### config.mk
export PLATFORM = sky130hd
export DESIGN_NAME = blg_regs
export DESIGN_NICKNAME = d
export VERILOG_FILES = /design/src/shared/blg_pkg.sv /design/src/design/blg_regs.sv
export SDC_FILE = /design/constraint.sdc
export NUM_CORES = 1
export LEC_CHECK = 0
export BUFFER_PORTS_ARGS = -buffer_cell sky130_fd_sc_hd__buf_2
export CORE_UTILIZATION = 47
export CTS_BUF_LIST = sky130_fd_sc_hd__clkbuf_8 sky130_fd_sc_hd__clkbuf_16
export DETAILED_ROUTE_END_ITERATION = 10
export PLACE_DENSITY = 0.8
export SYNTH_ARGS = -nofsm -noshare
export SYNTH_HDL_FRONTEND = slang
export SYNTH_SLANG_ARGS = --single-unit
export TNS_END_PERCENT = 30
### constraint.sdc
create_clock -name clk_i -period 1.66 [get_ports clk_i]
set_clock_uncertainty 0.1 [all_clocks]
set_input_delay 0.083 -clock clk_i [delete_from_list [all_inputs] [get_ports clk_i]]
set_output_delay 0.083 -clock clk_i [all_outputs]
set_load 0.01 [all_outputs]
### src/shared/blg_pkg.sv
// constants of the black level and gain configuration register bank
package blg_pkg;
  // ****************************************
  // register indices (byte address is four times the index)
  // ****************************************
  localparam logic [7:0] IDX_BLACK_LEVEL_CONFIG  = 8'h40; // compensation disable bit and rate
  localparam logic [7:0] IDX_BLACK_LEVEL_TARGET  = 8'h41; // target black level
  localparam logic [7:0] IDX_ANALOG_GAIN         = 8'h42; // gain code
  localparam logic [7:0] IDX_MANUAL_BLACK_OFFSET = 8'h46; // manual black level
  localparam logic [7:0] IDX_GAIN_CHANNEL_MAP    = 8'h4A; // four 2-bit channel maps
  localparam logic [7:0] IDX_BLACK_STATUS        = 8'h4C; // read-only applied correction
  localparam int         ADDR_W                  = 10;    // apb address bits decoded
  // ****************************************
  // field positions
  // ****************************************
  localparam int         CFG_DISABLE_BIT         = 3;     // 1 = loop off
  localparam int         CFG_RATE_MSB            = 2;     // rate field top bit
  localparam int         GAIN_CODE_MSB           = 6;     // gain code top bit
  localparam int         STS_ENABLED_BIT         = 8;     // status: loop running
  // ****************************************
  // reset values
  // ****************************************
  localparam logic [7:0] RST_BLACK_LEVEL_CONFIG  = 8'h0F; // disabled, fastest rate code
  localparam logic [7:0] RST_BLACK_LEVEL_TARGET  = 8'h10;
  localparam logic [7:0] RST_ANALOG_GAIN         = 8'h00;
  localparam logic [7:0] RST_MANUAL_BLACK_OFFSET = 8'h00;
  localparam logic [7:0] RST_GAIN_CHANNEL_MAP    = 8'h1B;
endpackage
### src/design/blg_regs.sv
// apb register bank for black level compensation, analog gain and channel map
//
// Register access over APB was left to the implementer.
`timescale 1ns/1ps
// ****************************************
// ****************************************
module blg_regs (
  input  wire logic        clk_i,                  // 250 MHz clock
  input  wire logic        srst_i,                 // synchronous reset, active high
  input  wire logic        psel_i,                 // apb select
  input  wire logic        penable_i,              // apb access phase
  input  wire logic        pwrite_i,               // apb direction
  input  wire logic [9:0]  paddr_i,                // apb byte address
  input  wire logic [31:0] pwdata_i,               // apb write data
  input  wire logic [3:0]  pstrb_i,                // apb byte strobes
  output logic      [31:0] prdata_o,               // apb read data
  output logic             pready_o,               // apb ready
  output logic             pslverr_o,              // apb error on unmapped address
  input  wire logic [7:0]  loop_black_i,           // servo loop's own black result
  output logic             black_comp_disable_o,   // 1 = loop off
  output logic      [2:0]  black_converge_rate_o,  // loop convergence rate
  output logic      [7:0]  black_target_level_o,   // loop target
  output logic      [6:0]  analog_gain_o,          // gain code, 0.125 dB steps
  output logic      [1:0]  chan0_map_o,            // gain channel 0 map
  output logic      [1:0]  chan1_map_o,            // gain channel 1 map
  output logic      [1:0]  chan2_map_o,            // gain channel 2 map
  output logic      [1:0]  chan3_map_o,            // gain channel 3 map
  output logic      [7:0]  black_correction_o      // applied black level correction
);
  // ****************************************
  // storage
  // ****************************************
  logic [3:0] black_level_config;   // disable bit and rate
  logic [7:0] black_level_target;   // target level
  logic [6:0] analog_gain;          // gain code
  logic [7:0] manual_black_offset;  // manual level
  logic [7:0] gain_channel_map;     // packed channel maps
  logic [7:0] black_correction;     // selected correction
  logic [7:0] reg_idx;              // word index of the access
  logic       aligned;              // low address bits zero
  logic       hit;                  // address maps to a register
  logic       wr_en;                // write takes effect now
  logic [7:0] wbyte;                // low write byte

  // ****************************************
  // address decode
  // ****************************************
  assign reg_idx = paddr_i[9:2];
  assign aligned = (paddr_i[1:0] == 2'h0);
  always_comb begin
    // mapped indices only
    hit = aligned && (reg_idx == blg_pkg::IDX_BLACK_LEVEL_CONFIG || reg_idx == blg_pkg::IDX_BLACK_LEVEL_TARGET ||
                      reg_idx == blg_pkg::IDX_ANALOG_GAIN || reg_idx == blg_pkg::IDX_MANUAL_BLACK_OFFSET ||
                      reg_idx == blg_pkg::IDX_GAIN_CHANNEL_MAP || reg_idx == blg_pkg::IDX_BLACK_STATUS);
  end
  // zero-wait slave
  assign pready_o  = 1'b1;
  // error only in the access phase of an unmapped access
  assign pslverr_o = psel_i && penable_i && !hit;
  assign wr_en     = psel_i && penable_i && pwrite_i && pstrb_i[0];
  assign wbyte     = pwdata_i[7:0];

  // ****************************************
  // register writes
  // ****************************************
  // config: disable bit and rate
  always_ff @(posedge clk_i) begin
    if (srst_i) begin
      black_level_config <= blg_pkg::RST_BLACK_LEVEL_CONFIG[3:0];
    end else if (wr_en && aligned && reg_idx == blg_pkg::IDX_BLACK_LEVEL_CONFIG) begin
      black_level_config <= wbyte[3:0];
    end
  end
  // target level
  always_ff @(posedge clk_i) begin
    if (srst_i) begin
      black_level_target <= blg_pkg::RST_BLACK_LEVEL_TARGET;
    end else if (wr_en && aligned && reg_idx == blg_pkg::IDX_BLACK_LEVEL_TARGET) begin
      black_level_target <= wbyte;
    end
  end
  // gain code, bit 7 dropped
  always_ff @(posedge clk_i) begin
    if (srst_i) begin
      analog_gain <= blg_pkg::RST_ANALOG_GAIN[6:0];
    end else if (wr_en && aligned && reg_idx == blg_pkg::IDX_ANALOG_GAIN) begin
      analog_gain <= wbyte[blg_pkg::GAIN_CODE_MSB:0];
    end
  end
  // manual offset
  always_ff @(posedge clk_i) begin
    if (srst_i) begin
      manual_black_offset <= blg_pkg::RST_MANUAL_BLACK_OFFSET;
    end else if (wr_en && aligned && reg_idx == blg_pkg::IDX_MANUAL_BLACK_OFFSET) begin
      manual_black_offset <= wbyte;
    end
  end
  // channel map; monochrome setup writes zero here
  always_ff @(posedge clk_i) begin
    if (srst_i) begin
      gain_channel_map <= blg_pkg::RST_GAIN_CHANNEL_MAP;
    end else if (wr_en && aligned && reg_idx == blg_pkg::IDX_GAIN_CHANNEL_MAP) begin
      gain_channel_map <= wbyte;
    end
  end

  // ****************************************
  // correction select
  // ****************************************
  // manual offset while the loop is off, loop result otherwise
  always_ff @(posedge clk_i) begin
    if (srst_i) begin
      black_correction <= blg_pkg::RST_MANUAL_BLACK_OFFSET;
    end else if (black_level_config[blg_pkg::CFG_DISABLE_BIT]) begin
      black_correction <= manual_black_offset;
    end else begin
      black_correction <= loop_black_i;
    end
  end

  // ****************************************
  // read data, captured in the setup phase
  // ****************************************
  always_ff @(posedge clk_i) begin
    if (srst_i) begin
      prdata_o <= 32'h0000_0000;
    end else if (psel_i && !penable_i && !pwrite_i) begin
      prdata_o <= 32'h0000_0000;
      if (aligned) begin
        unique case (reg_idx)
          blg_pkg::IDX_BLACK_LEVEL_CONFIG:  prdata_o[3:0] <= black_level_config;
          blg_pkg::IDX_BLACK_LEVEL_TARGET:  prdata_o[7:0] <= black_level_target;
          blg_pkg::IDX_ANALOG_GAIN:         prdata_o[6:0] <= analog_gain;
          blg_pkg::IDX_MANUAL_BLACK_OFFSET: prdata_o[7:0] <= manual_black_offset;
          blg_pkg::IDX_GAIN_CHANNEL_MAP:    prdata_o[7:0] <= gain_channel_map;
          blg_pkg::IDX_BLACK_STATUS: begin
            // applied correction and loop running flag
            prdata_o[7:0]                       <= black_correction;
            prdata_o[blg_pkg::STS_ENABLED_BIT]  <= ~black_level_config[blg_pkg::CFG_DISABLE_BIT];
          end
          default:                          prdata_o <= 32'h0000_0000;
        endcase
      end
    end
  end

  // ****************************************
  // outputs
  // ****************************************
  assign black_comp_disable_o  = black_level_config[blg_pkg::CFG_DISABLE_BIT];
  assign black_converge_rate_o = black_level_config[blg_pkg::CFG_RATE_MSB:0];
  assign black_target_level_o  = black_level_target;
  assign analog_gain_o         = analog_gain;
  assign chan0_map_o           = gain_channel_map[7:6];
  assign chan1_map_o           = gain_channel_map[5:4];
  assign chan2_map_o           = gain_channel_map[3:2];
  assign chan3_map_o           = gain_channel_map[1:0];
  assign black_correction_o    = black_correction;

  // ****************************************
  // assertions
  // ****************************************
  // reset checks look one edge past a reset edge, so no history before the first edge is needed
  a_disable_reset: assert property (@(posedge clk_i) srst_i |=> black_comp_disable_o)
    else $error("loop not disabled after reset");
  a_rate_write: assert property (@(posedge clk_i) disable iff (srst_i)
    wr_en && aligned && reg_idx == blg_pkg::IDX_BLACK_LEVEL_CONFIG
    |=> black_converge_rate_o == $past(pwdata_i[blg_pkg::CFG_RATE_MSB:0]))
    else $error("rate field not written");
  a_target_reset: assert property (@(posedge clk_i)
    srst_i |=> black_target_level_o == blg_pkg::RST_BLACK_LEVEL_TARGET)
    else $error("target reset value wrong");
  a_gain_write: assert property (@(posedge clk_i) disable iff (srst_i)
    wr_en && aligned && reg_idx == blg_pkg::IDX_ANALOG_GAIN
    |=> analog_gain_o == $past(pwdata_i[blg_pkg::GAIN_CODE_MSB:0]))
    else $error("gain code not written");
  a_offset_hold: assert property (@(posedge clk_i) disable iff (srst_i)
    !(wr_en && reg_idx == blg_pkg::IDX_MANUAL_BLACK_OFFSET) |=> $stable(manual_black_offset))
    else $error("offset changed without write");
  a_map_reset: assert property (@(posedge clk_i)
    srst_i |=> {chan0_map_o, chan1_map_o, chan2_map_o, chan3_map_o} == blg_pkg::RST_GAIN_CHANNEL_MAP)
    else $error("channel map reset wrong");
  a_manual_apply: assert property (@(posedge clk_i) disable iff (srst_i)
    black_comp_disable_o ##1 black_comp_disable_o |-> black_correction_o == $past(manual_black_offset))
    else $error("manual offset not applied");
  a_loop_apply: assert property (@(posedge clk_i) disable iff (srst_i)
    !black_comp_disable_o |=> black_correction_o == $past(loop_black_i))
    else $error("loop result not applied");
endmodule

== Word level (Yosys, flattened, before mapping) ==
Cells that the tools add are included.

* Bitwise logic cells: 1
* Eq/ne operators: 6
* Shifts and indexed selects: 0
* Magnitude comparators: 0
* Multiply operators: 0
* Reductions and logical operators: 22
* Mux-type cells: 6
* Add/subtract/negate cells: 0
* Div/mod/pow operators: 0

{| class="wikitable"
|+ Operators with widths
! operator !! count
|-
| == test 8 x 7 -> 1 bit (second input constant) || 6
|-
| one-hot mux 4 bit (6 select lines) || 1
|-
| one-hot mux 3 bit (5 select lines) || 1
|-
| logical AND 1 bit || 13
|-
| two-way mux 9 bit || 1
|-
| two-way mux 8 bit || 1
|-
| logical OR 1 bit || 5
|-
| one-hot mux 1 bit (4 select lines) || 1
|-
| logical NOT 1 bit || 3
|-
| logical NOT 2 bit || 1
|-
| two-way mux 1 bit || 1
|-
| inverter 1 bit || 1
|}

* Register bits: 75
* Bits in latches: 0
* Bits in read-only memories: 0
* Memory bits (writable): 0
* Memories kept: 0

== Depth between registers and ports, before layout ==
Gate-level depths: netlist (run 1).

* Depth in word-level cells: 9
* Gate-level depth with buffers: 6
* Depth with buffers taken out: 4

== Least setup slack after synthesis (run 1) ==
OpenSTA, ideal clock, no wires.

* Path type: in2reg
* Start point: input paddr_i[7]
* End point: register black_level_target[2], in the netlist black_target_level_o[2]
* Buffers on the path: 1
* Stages: 5
* Slack: 288 ps
* Library setup time: 72 ps
* Data arrival time: 1,201 ps
* Cells stage by stage: nor4b_4 > nand2_1 > nor4b_2 > buf_4 > mux2i_1

* Word-level cells in the longest chain between the ends: 2

{| class="wikitable"
|+ Ends and longest elaborated chain
! what !! line !! RTL
|-
| start, declared || blg_regs.sv:13 || <nowiki>input wire logic [9:0] paddr_i,</nowiki>
|-
| == test 8 x 7 -> 1 bit || blg_regs.sv:78 || <nowiki>end else if (wr_en && aligned && reg_idx == blg_pkg::IDX_BLACK_LEVEL_TARGET) begin</nowiki>
|-
| logical AND 1 bit || blg_regs.sv:78 ||
|-
| end signal, assigned || blg_regs.sv:77 || <nowiki>black_level_target <= blg_pkg::RST_BLACK_LEVEL_TARGET;</nowiki>
|-
| end signal, assigned || blg_regs.sv:79 || <nowiki>black_level_target <= wbyte;</nowiki>
|-
| end, declared || blg_regs.sv:34 || <nowiki>logic [7:0] black_level_target;</nowiki>
|}

No other way between the ends.
A chain may end at the register's enable or synchronous reset.

==> metrics.cfg, run 1 <==
[status]
status = finished clean

[global_route]
grt_pass1_wl_mm = 10.8
grt.total_usage_pct = 22.1
first_global_vias = 2161
grt_max_degree = 30
antenna_found_initial = 0
grt_overflow = 0

[synthesis]
yosys.area_share.simple_pct = 27.8
ys_types = 38
synth-compound-area-share_pct = 8.99
muxShareOfSynthArea_pct = 16.6
ys_seq_area_share_pct = 36.8
synth_top_family_by_area = simple AND/OR/NAND/NOR gates
yosys_warnings = 0
synthCells = 303
netlist_area_mm2 = 0.00283
ys_ff_latch = 52
avgSynthCellArea_um2 = 9.33
synthAdderAreaFrac_pct = 0
synth-xor-area-share_pct = 0

[route]
drt-wirelength-per-cell_um = 14.5
drcViolationCount = 0
drtIter0Drc = 169
ant_nets = 0
vias_per_cell = 5.22
vias = 2470
drtPass1Iterations = 4
routed_wl_mm = 6.85

[critical_path]
end_kind = flip-flop
critPathMaxFanout = 6
reg2regPathDepth = 4
critical_path.max_stage_delay_ns = 0.53
crit_path_end = prdata_o[2]
rr_endpoint = prdata_o[4]
slowest_stage = dlygate4sd3_1
crit_type = input pin to flip-flop
crit_start = srst_i
cp_data_required_time_ns = 1.81
startpoint_type = input pin
cp.arrival_ns = 1.55
path_cells = dlygate4sd3_1, buf_2, nor4_1, nand3_1, a22oi_1
r2r_slack_ns = 0.38
r2r_start = black_target_level_o[4]

[placement]
dp_hpwl_mm = 5.10
gp_congestion = 0.824
post-place-ws_ns = 0.0569
port_buffers = 76

[final_layout]
post-route-util_pct = 61.9
syn2layout_area_growth_pct = 23.6
antennaDiodeCount = 0
final_common_cell = buf_2
nFillCells = 491
final_cell_mix = buf_2 (76), dfxtp_1 (52), mux2i_1 (47), nand2b_1 (34), nor2_1 (27)
layout.nets = 459
drive_gt1_share_pct = 27.4

[sta]
setup_violations = 0
whs_ns = 0.00312
setup_slack_ns = 0.254
final_max_slew_viol_count = 0
finalSetupTns_ns = 0
hold_viol_final = 0
period_needed_ns = 1.41
rsz0062_at_grt = no
finalCritPeriodShare_pct = 84.7
fmax_mhz = 711

[floorplanning]
dieWidth_um = 79.6
design.core.area_mm2 = 0.00564
die_h_um = 79.6
row_count = 27
io_pins = 128
die-area_mm2 = 0.00633
start_util_pct = 50.1

[clock_network]
postCtsSetupBuffers = 0
ctsHtreeMaxLevel = 2
clk_pin_slew_ns = 0.10
root_buffer = clkbuf_8
cts_max_path_buffers = 2
cts_resized = 0
cts_tree = built
clock-sinks = 52
cts_buffers = 5
clk_latency_ns = 0.31

[pwr]
p_per_area_mw_per_mm2 = 637
p_leak_uw = 0.00179
peakVddDrop_mv = 0.362

[worst_hold_path]
hold_path_class = input pin to flip-flop

[flow_run]
maxCapViolCount = 0

## per-stage QoR
stage,power (µW),instances,area (µm²)
2_1_floorplan,1450,325,2910
3_3_place_gp,1490,451,3270
3_5_place_dp,1490,451,3270
4_1_cts,2220,473,3490
5_1_grt,2290,473,3490
6_report,2220,473,3490
## cells in the mapped netlist (all sizes together)
cell type	instances	area, µm²
and3	8	50.1
nor4	2	27.5
nand3	4	30.0
o31ai	4	30.0
or3	2	12.5
dfxtp	52	1040
and2b	2	15.0
nor3b	1	7.51
o211ai	6	45.0
nor4bb	1	10.0
mux2i	47	470
or3b	1	8.76
conb	2	7.51
a22oi	9	67.6
nor4b	3	53.8
inv	1	3.75
and3b	12	105
nor2	27	101
nand2b	34	213
a21oi	4	20.0
a2bb2oi	4	35.0
a31oi	1	6.26
nor2b	4	25.0
a211o	5	43.8
buf	30	218
nand2	9	33.8
nand3b	2	15.0
and2	4	25.0
clkbuf	12	45.0
nand4b	2	17.5
nor3	6	30.0
o22ai	1	6.26
nand4	1	6.26
## worst min-delay path by stage
stage,startpoint,end,slack [ns],cells after the start
6_report,pwdata_i[5],analog_gain_o[5],0.003,3
5_1_grt,pwdata_i[6],manual_black_offset[6],0.03,3
4_1_cts,pwdata_i[5],analog_gain_o[5],0.008,3
3_5_place_dp,loop_black_i[4],black_correction_o[4],0.23,3
3_3_place_gp,loop_black_i[6],black_correction_o[6],0.21,3
2_1_floorplan,loop_black_i[0],black_correction_o[0],0.13,2
## layout make-up
cell class	count	area [µm²]	area share (%)
clock inverter	3	17.5	0.501
inverter	1	3.75	0.107
tap	72	90.1	2.58
sequential	52	1040	29.8
clock buffer	5	68.8	1.97
timing repair buffer	110	671	19.2
multi-input combinational	230	1600	45.8
## worst max-delay path, delay by kind of cell
kind | cells | cell delay [ns]
AO/OA/AOI/OAI | 1 | 0.21
buffers and inverters | 2 | 0.69
AND/OR/NAND/NOR | 2 | 0.57
## routing by layer
| layer | global-route usage [%] | vias up | routed length (µm) |
|---|---|---|---|
| met3 | 3.43 | 13 | 302 |
| li1 | - | 1214 | - |
| met5 | 0 | - | 0 |
| met2 | 34.4 | 82 | 3160 |
| met1 | 30.1 | 1161 | 3240 |
| met4 | 9.64 | 0 | 152 |
## kinds of logic (layout without fill, tap and decap cells)
| group | Yosys count | in the layout |
|---|---|---|
| compound gates | 34 | 34 |
| buf+inv | 43 | 119 |
| flops | 52 | 52 |
| mux | 47 | 47 |
| other cells | 2 | 24 |
| simple gates | 125 | 125 |
## registers in the layout, indices dropped and copies added (netlist names)
name	flops
black_correction_o	8
analog_gain_o	7
prdata_o	9
manual_black_offset	8
black_target_level_o	8
gain_channel_map	8
black_level_config	4
## where the power goes
part	internal (µW)	total [µW]	switching [µW]	leakage [µW]
clock network	295	727	431	0.0000497
registers	1250	1250	0.0489	0.000419
logic	110	251	141	0.00132
## what timing repair did
action,CTS,global route
hold buffers,14,0
endpoints found under the setup margin,0,0
hold endpoints to repair,26,0
Power figures use the tool's default switching activity.
==> run 2, diff against run 1 <==
- clock period: 1.66 -> 1.4 ns (I/O delays scaled with it)
==> metrics.cfg, run 2 (synthesized netlist as in run 1, its figures left out) <==
[status]
status = finished clean

[placement]
dp_hpwl_mm = 5.31
port_buffers = 76
gp_congestion = 0.861
post-place-ws_ns = -0.166
place_area_mm2 = 0.00337

[global_route]
grt_overflow = 0
antenna_found_initial = 0
grt_pass1_wl_mm = 11.6
use_met2_pct = 39.2
first_global_vias = 2467
grt_busiest_layer = met2
met1_usage_pct = 29.9
grt_max_degree = 31
grtUsageMet3_pct = 4.57
grt.total_usage_pct = 23.8

[clock_network]
cts_buffers = 5
clk_latency_ns = 0.31
root_buffer = clkbuf_8
clk_pin_slew_ns = 0.10
clock-sinks = 52
ctsHtreeMaxLevel = 2
cts_tree = built
cts_max_path_buffers = 2

[critical_path]
crit_type = input pin to flip-flop
end_kind = flip-flop
startpoint_type = input pin
cp_data_required_time_ns = 1.51
cp.arrival_ns = 1.48
critPathMaxFanout = 6
reg2regPathDepth = 4

[final_layout]
top_register = prdata_o
final_cell_mix = buf_2 (76), dfxtp_1 (52), mux2i_1 (47), nand2b_1 (34), buf_4 (29)
layout.nets = 472
largest_reg_flops = 9
drive_gt1_share_pct = 30.4
antennaDiodeCount = 0
fin_area_mm2 = 0.00364
final_common_cell = buf_2
syn2layout_area_growth_pct = 28.7

[worst_hold_path]
hold_path_class = input pin to flip-flop
hold_depth = 3

[sta]
rsz0062_at_grt = yes
setup_violations = 0
period_needed_ns = 1.36
setup_slack_ns = 0.0352
hold_viol_final = 0
final_max_slew_viol_count = 0
fmax_mhz = 733
finalCritPeriodShare_pct = 97.5

[pwr]
p_per_area_mw_per_mm2 = 735
p_leak_uw = 0.00186
peakVddDrop_mv = 0.503

[route]
vias = 2570
drcViolationCount = 0
vias_per_cell = 5.29
drtPass1Iterations = 4
ant_nets = 0
drtIter0Drc = 187
drt-wirelength-per-cell_um = 15.0
routed_wl_mm = 7.28

[floorplanning]
start_util_pct = 50.1
io_pins = 128
dieWidth_um = 79.6
die-area_mm2 = 0.00633
die_h_um = 79.6
design.core.area_mm2 = 0.00564
row_count = 27

[flow_run]
maxCapViolCount = 0

[run 2: power breakdown]
part           internal (µW)  leakage (µW)  switching (µW)
clock                    350     0.0000479             514
combinational            153       0.00139             180
sequential              1480      0.000419          0.0552
total                   1980       0.00186             694
[run 2: worst paths after layout]
check	to	from	slack, ns
worst min register to register	prdata_o[8]	prdata_o[8]	0.36
worst min-delay path	gain_channel_map[5]	pwdata_i[5]	0.01
worst max register to register	prdata_o[5]	black_target_level_o[5]	0.07
worst max-delay path	prdata_o[6]	srst_i	0.04
[run 2: worst max-delay path, cell delays in order]
cell and delay, ns:
dlygate4sd3_1 0.53, buf_2 0.23, nand3b_1 0.20, buf_4 0.15, a21oi_1 0.06, a211o_1 0.24
[run 2: routing by layer]
layer | share of wire (%) | vias to the layer above
met5 | 0 | -
met4 | 1.9 | 0
met3 | 6.1 | 13
met2 | 48 | 111
met1 | 44 | 1210
li1 | - | 1236
[run 2: what timing repair did]
action                                  in CTS  in global routing
endpoints found under the setup margin       0                  8
hold endpoints to repair                    20                  0
hold buffers                                15                  0
buffers inserted                             0                  0
gates resized for setup                      0                  6
[run 2: metrics by stage]
stage	util (%)	hold WS [ns]	cells	setup TNS, ns	total power, µW
floorplan	-	0.114	325	0	1720
detailed placement	59.7	0.214	463	-3.47	1800
global route	64.5	0.0462	486	-0.0461	2770
finish	64.5	0.0146	486	0	2670
global placement	59.7	0.200	463	-3.28	1790
CTS	63.9	0.0204	486	0	2670
[run 2: layout make-up]
type / count / area, µm²
clock buffers: 5 / 68.8
clock inverters: 3 / 18.8
fillers: 454 / 2000
inverters: 1 / 3.75
multi-input cells: 230 / 1620
flip-flops and latches: 52 / 1040
well taps: 72 / 90.1
repair buffers: 123 / 791
==> run 3, diff against run 2 <==
--- a/config.mk
+++ b/config.mk
@@ -10,4 +10,5 @@
 export CTS_BUF_LIST = sky130_fd_sc_hd__clkbuf_8 sky130_fd_sc_hd__clkbuf_16
 export DETAILED_ROUTE_END_ITERATION = 10
+export HOLD_SLACK_MARGIN = 0.12
 export PLACE_DENSITY = 0.8
 export SYNTH_ARGS = -nofsm -noshare
==> constraint.sdc (replaced) <==
create_clock -name clk_i -period 1.4 [get_ports clk_i]
set_clock_uncertainty 0.1 [all_clocks]
set_input_delay 0.14 -clock clk_i [delete_from_list [all_inputs] [get_ports clk_i]]
set_output_delay 0.14 -clock clk_i [all_outputs]
set_load 0.01 [all_outputs]
==> metrics.cfg, run 3 (synthesized netlist as in run 1, its figures left out) <==
[critical_path]
path_cells = buf_6, and2b_1, buf_4, a211o_1, a31oi_1, buf_2
worst-path-buf-inv = 3
rr_endpoint = prdata_o[6]
end_kind = output pin
r2r_start = black_target_level_o[6]
critical_path.max_stage_delay_ns = 0.27
critPathMaxFanout = 4
reg2regPathDepth = 4
cp.arrival_ns = 1.15
crit_start = paddr_i[3]
r2r_slack_ns = 0.13
crit_type = input pin to output pin
cp_top_family = compound AO/OA/AOI/OAI gates
slowest_stage = a211o_1
startpoint_type = input pin
worst-path-stages = 6
cp_data_required_time_ns = 1.16
crit_path_end = pslverr_o

[sta]
rsz0062_at_grt = yes
setup_violations = 0
final_max_slew_viol_count = 0
period_needed_ns = 1.39
fmax_mhz = 720
hold_viol_final = 0
finalCritPeriodShare_pct = 99.2

[floorplanning]
start_util_pct = 50.1
dieWidth_um = 79.6
row_count = 27
die-area_mm2 = 0.00633
design.core.area_mm2 = 0.00564
die_h_um = 79.6
io_pins = 128

[final_layout]
final_cell_mix = buf_2 (73), dfxtp_1 (52), mux2i_1 (47), nand2b_1 (34), buf_4 (34)
seq_area_mm2 = 0.00104
layout.nets = 479
drive_gt1_share_pct = 31.4
largest_reg_flops = 9
post-route-util_pct = 66.6
syn2layout_area_growth_pct = 33.0
fin_cells = 493
multiInputGateArea_mm2 = 0.00163
nFillCells = 431
final_common_cell = buf_2
top_register = prdata_o
antennaDiodeCount = 0

[pwr]
pwr-share-seq_pct = 50.5
p_sw_share_pct = 23.6
comb_power_share_pct = 12.0
p_leak_uw = 0.00191
p_sw_uw = 689
p_int_uw = 2230
p_per_area_mw_per_mm2 = 778
peakVddDrop_mv = 0.563
p_clk_share_pct = 37.4

[route]
drt-wirelength-per-cell_um = 14.7
routed_wl_mm = 7.25
ant_nets = 0
drtIter0Drc = 131
drcViolationCount = 0
drtPass1Iterations = 4
vias = 2568
vias_per_cell = 5.21

[placement]
dp_cells = 467
gp_congestion = 0.825
dp_hpwl_mm = 5.31
port_buffers = 76

[status]
status = finished clean

[worst_hold_path]
hp-start = pwrite_i
hold_path_class = input pin to flip-flop

[global_route]
grt.total_usage_pct = 24.0
grt_max_degree = 48
grt_pass1_wl_mm = 11.8
grt_overflow = 0
antenna_found_initial = 0
first_global_vias = 2511

[clock_network]
root_buffer = clkbuf_8
clk_pin_slew_ns = 0.09
clk_latency_ns = 0.31
cts_max_path_buffers = 2
clock-sinks = 52
cts_tree = built
ctsHtreeMaxLevel = 2
cts_buffers = 5

[flow_run]
maxCapViolCount = 0

-- run 3: cell types whose count changed in the layout (fill, tap and decap cells not counted), moves of 2 or more --
cell	change
buf_4	+5
buf_2	-3
buf_6	+2
clkinv_2	-2
dlygate4sd3_1	+2
nand3_2	-2
-- run 3: worst min path at each step --
stage | endpoint | slack (ns) | cells past startpoint
detailed placement | prdata_o[8] | 0.27 | 2
global placement | prdata_o[8] | 0.26 | 2
global route | prdata_o[8] | 0.18 | 4
finish | prdata_o[8] | 0.14 | 4
floorplan | black_correction_o[0] | 0.18 | 2
CTS | prdata_o[8] | 0.13 | 4
-- run 3: per-stage QoR --
step | TNS (ns) | cell area (µm²) | hold slack (ns) | worst slack, ns | power, µW
2_1_floorplan | -0.0163 | 2920 | 0.184 | -0.00206 | 1730
3_3_place_gp | -6.17 | 3420 | 0.264 | -0.205 | 1810
3_5_place_dp | -6.93 | 3420 | 0.266 | -0.245 | 1810
4_1_cts | 0 | 3740 | 0.134 | 0.0128 | 2930
5_1_grt | -0.106 | 3760 | 0.180 | -0.0645 | 3030
6_report | 0 | 3760 | 0.143 | 0.0108 | 2920
-- run 3: layout make-up --
cell class | count | area share (%)
multi-input cells | 230 | 43.3
flip-flops and latches | 52 | 27.7
repair buffers | 130 | 23.3
well taps | 72 | 2.40
clock buffers | 6 | 2.20
clock inverters | 2 | 1.03
inverters | 1 | 0.0998
-- run 3: worst min-delay path, cell delays in order --
cell     delay [ns]
buf_2          0.09
or3b_2         0.13
nand2_1        0.05
a21oi_1        0.10
-- run 3: layer usage --
metal	wire length (µm)	track usage, %	up-vias
met2	3420	38.8	98
met4	126	9.45	0
met1	3260	30.7	1209
met3	442	5.26	15
li1	-	-	1246
met5	0	0	-
-- run 3: power groups by stage --
stage / clock network, µW / registers [µW] / logic (µW)
2_1_floorplan: 0 / 1510 / 213
3_3_place_gp: 0 / 1510 / 295
3_5_place_dp: 0 / 1510 / 299
4_1_cts: 1110 / 1480 / 345
5_1_grt: 1170 / 1480 / 382
6_report: 1090 / 1480 / 352
-- run 3: timing repair --
item,CTS,global route
hold buffers,17,0
buffers inserted,1,0
cloned,0,0
setup endpoints to repair,1,13
hold endpoints to repair,38,0
pin swaps,2,1
resized for setup,5,4
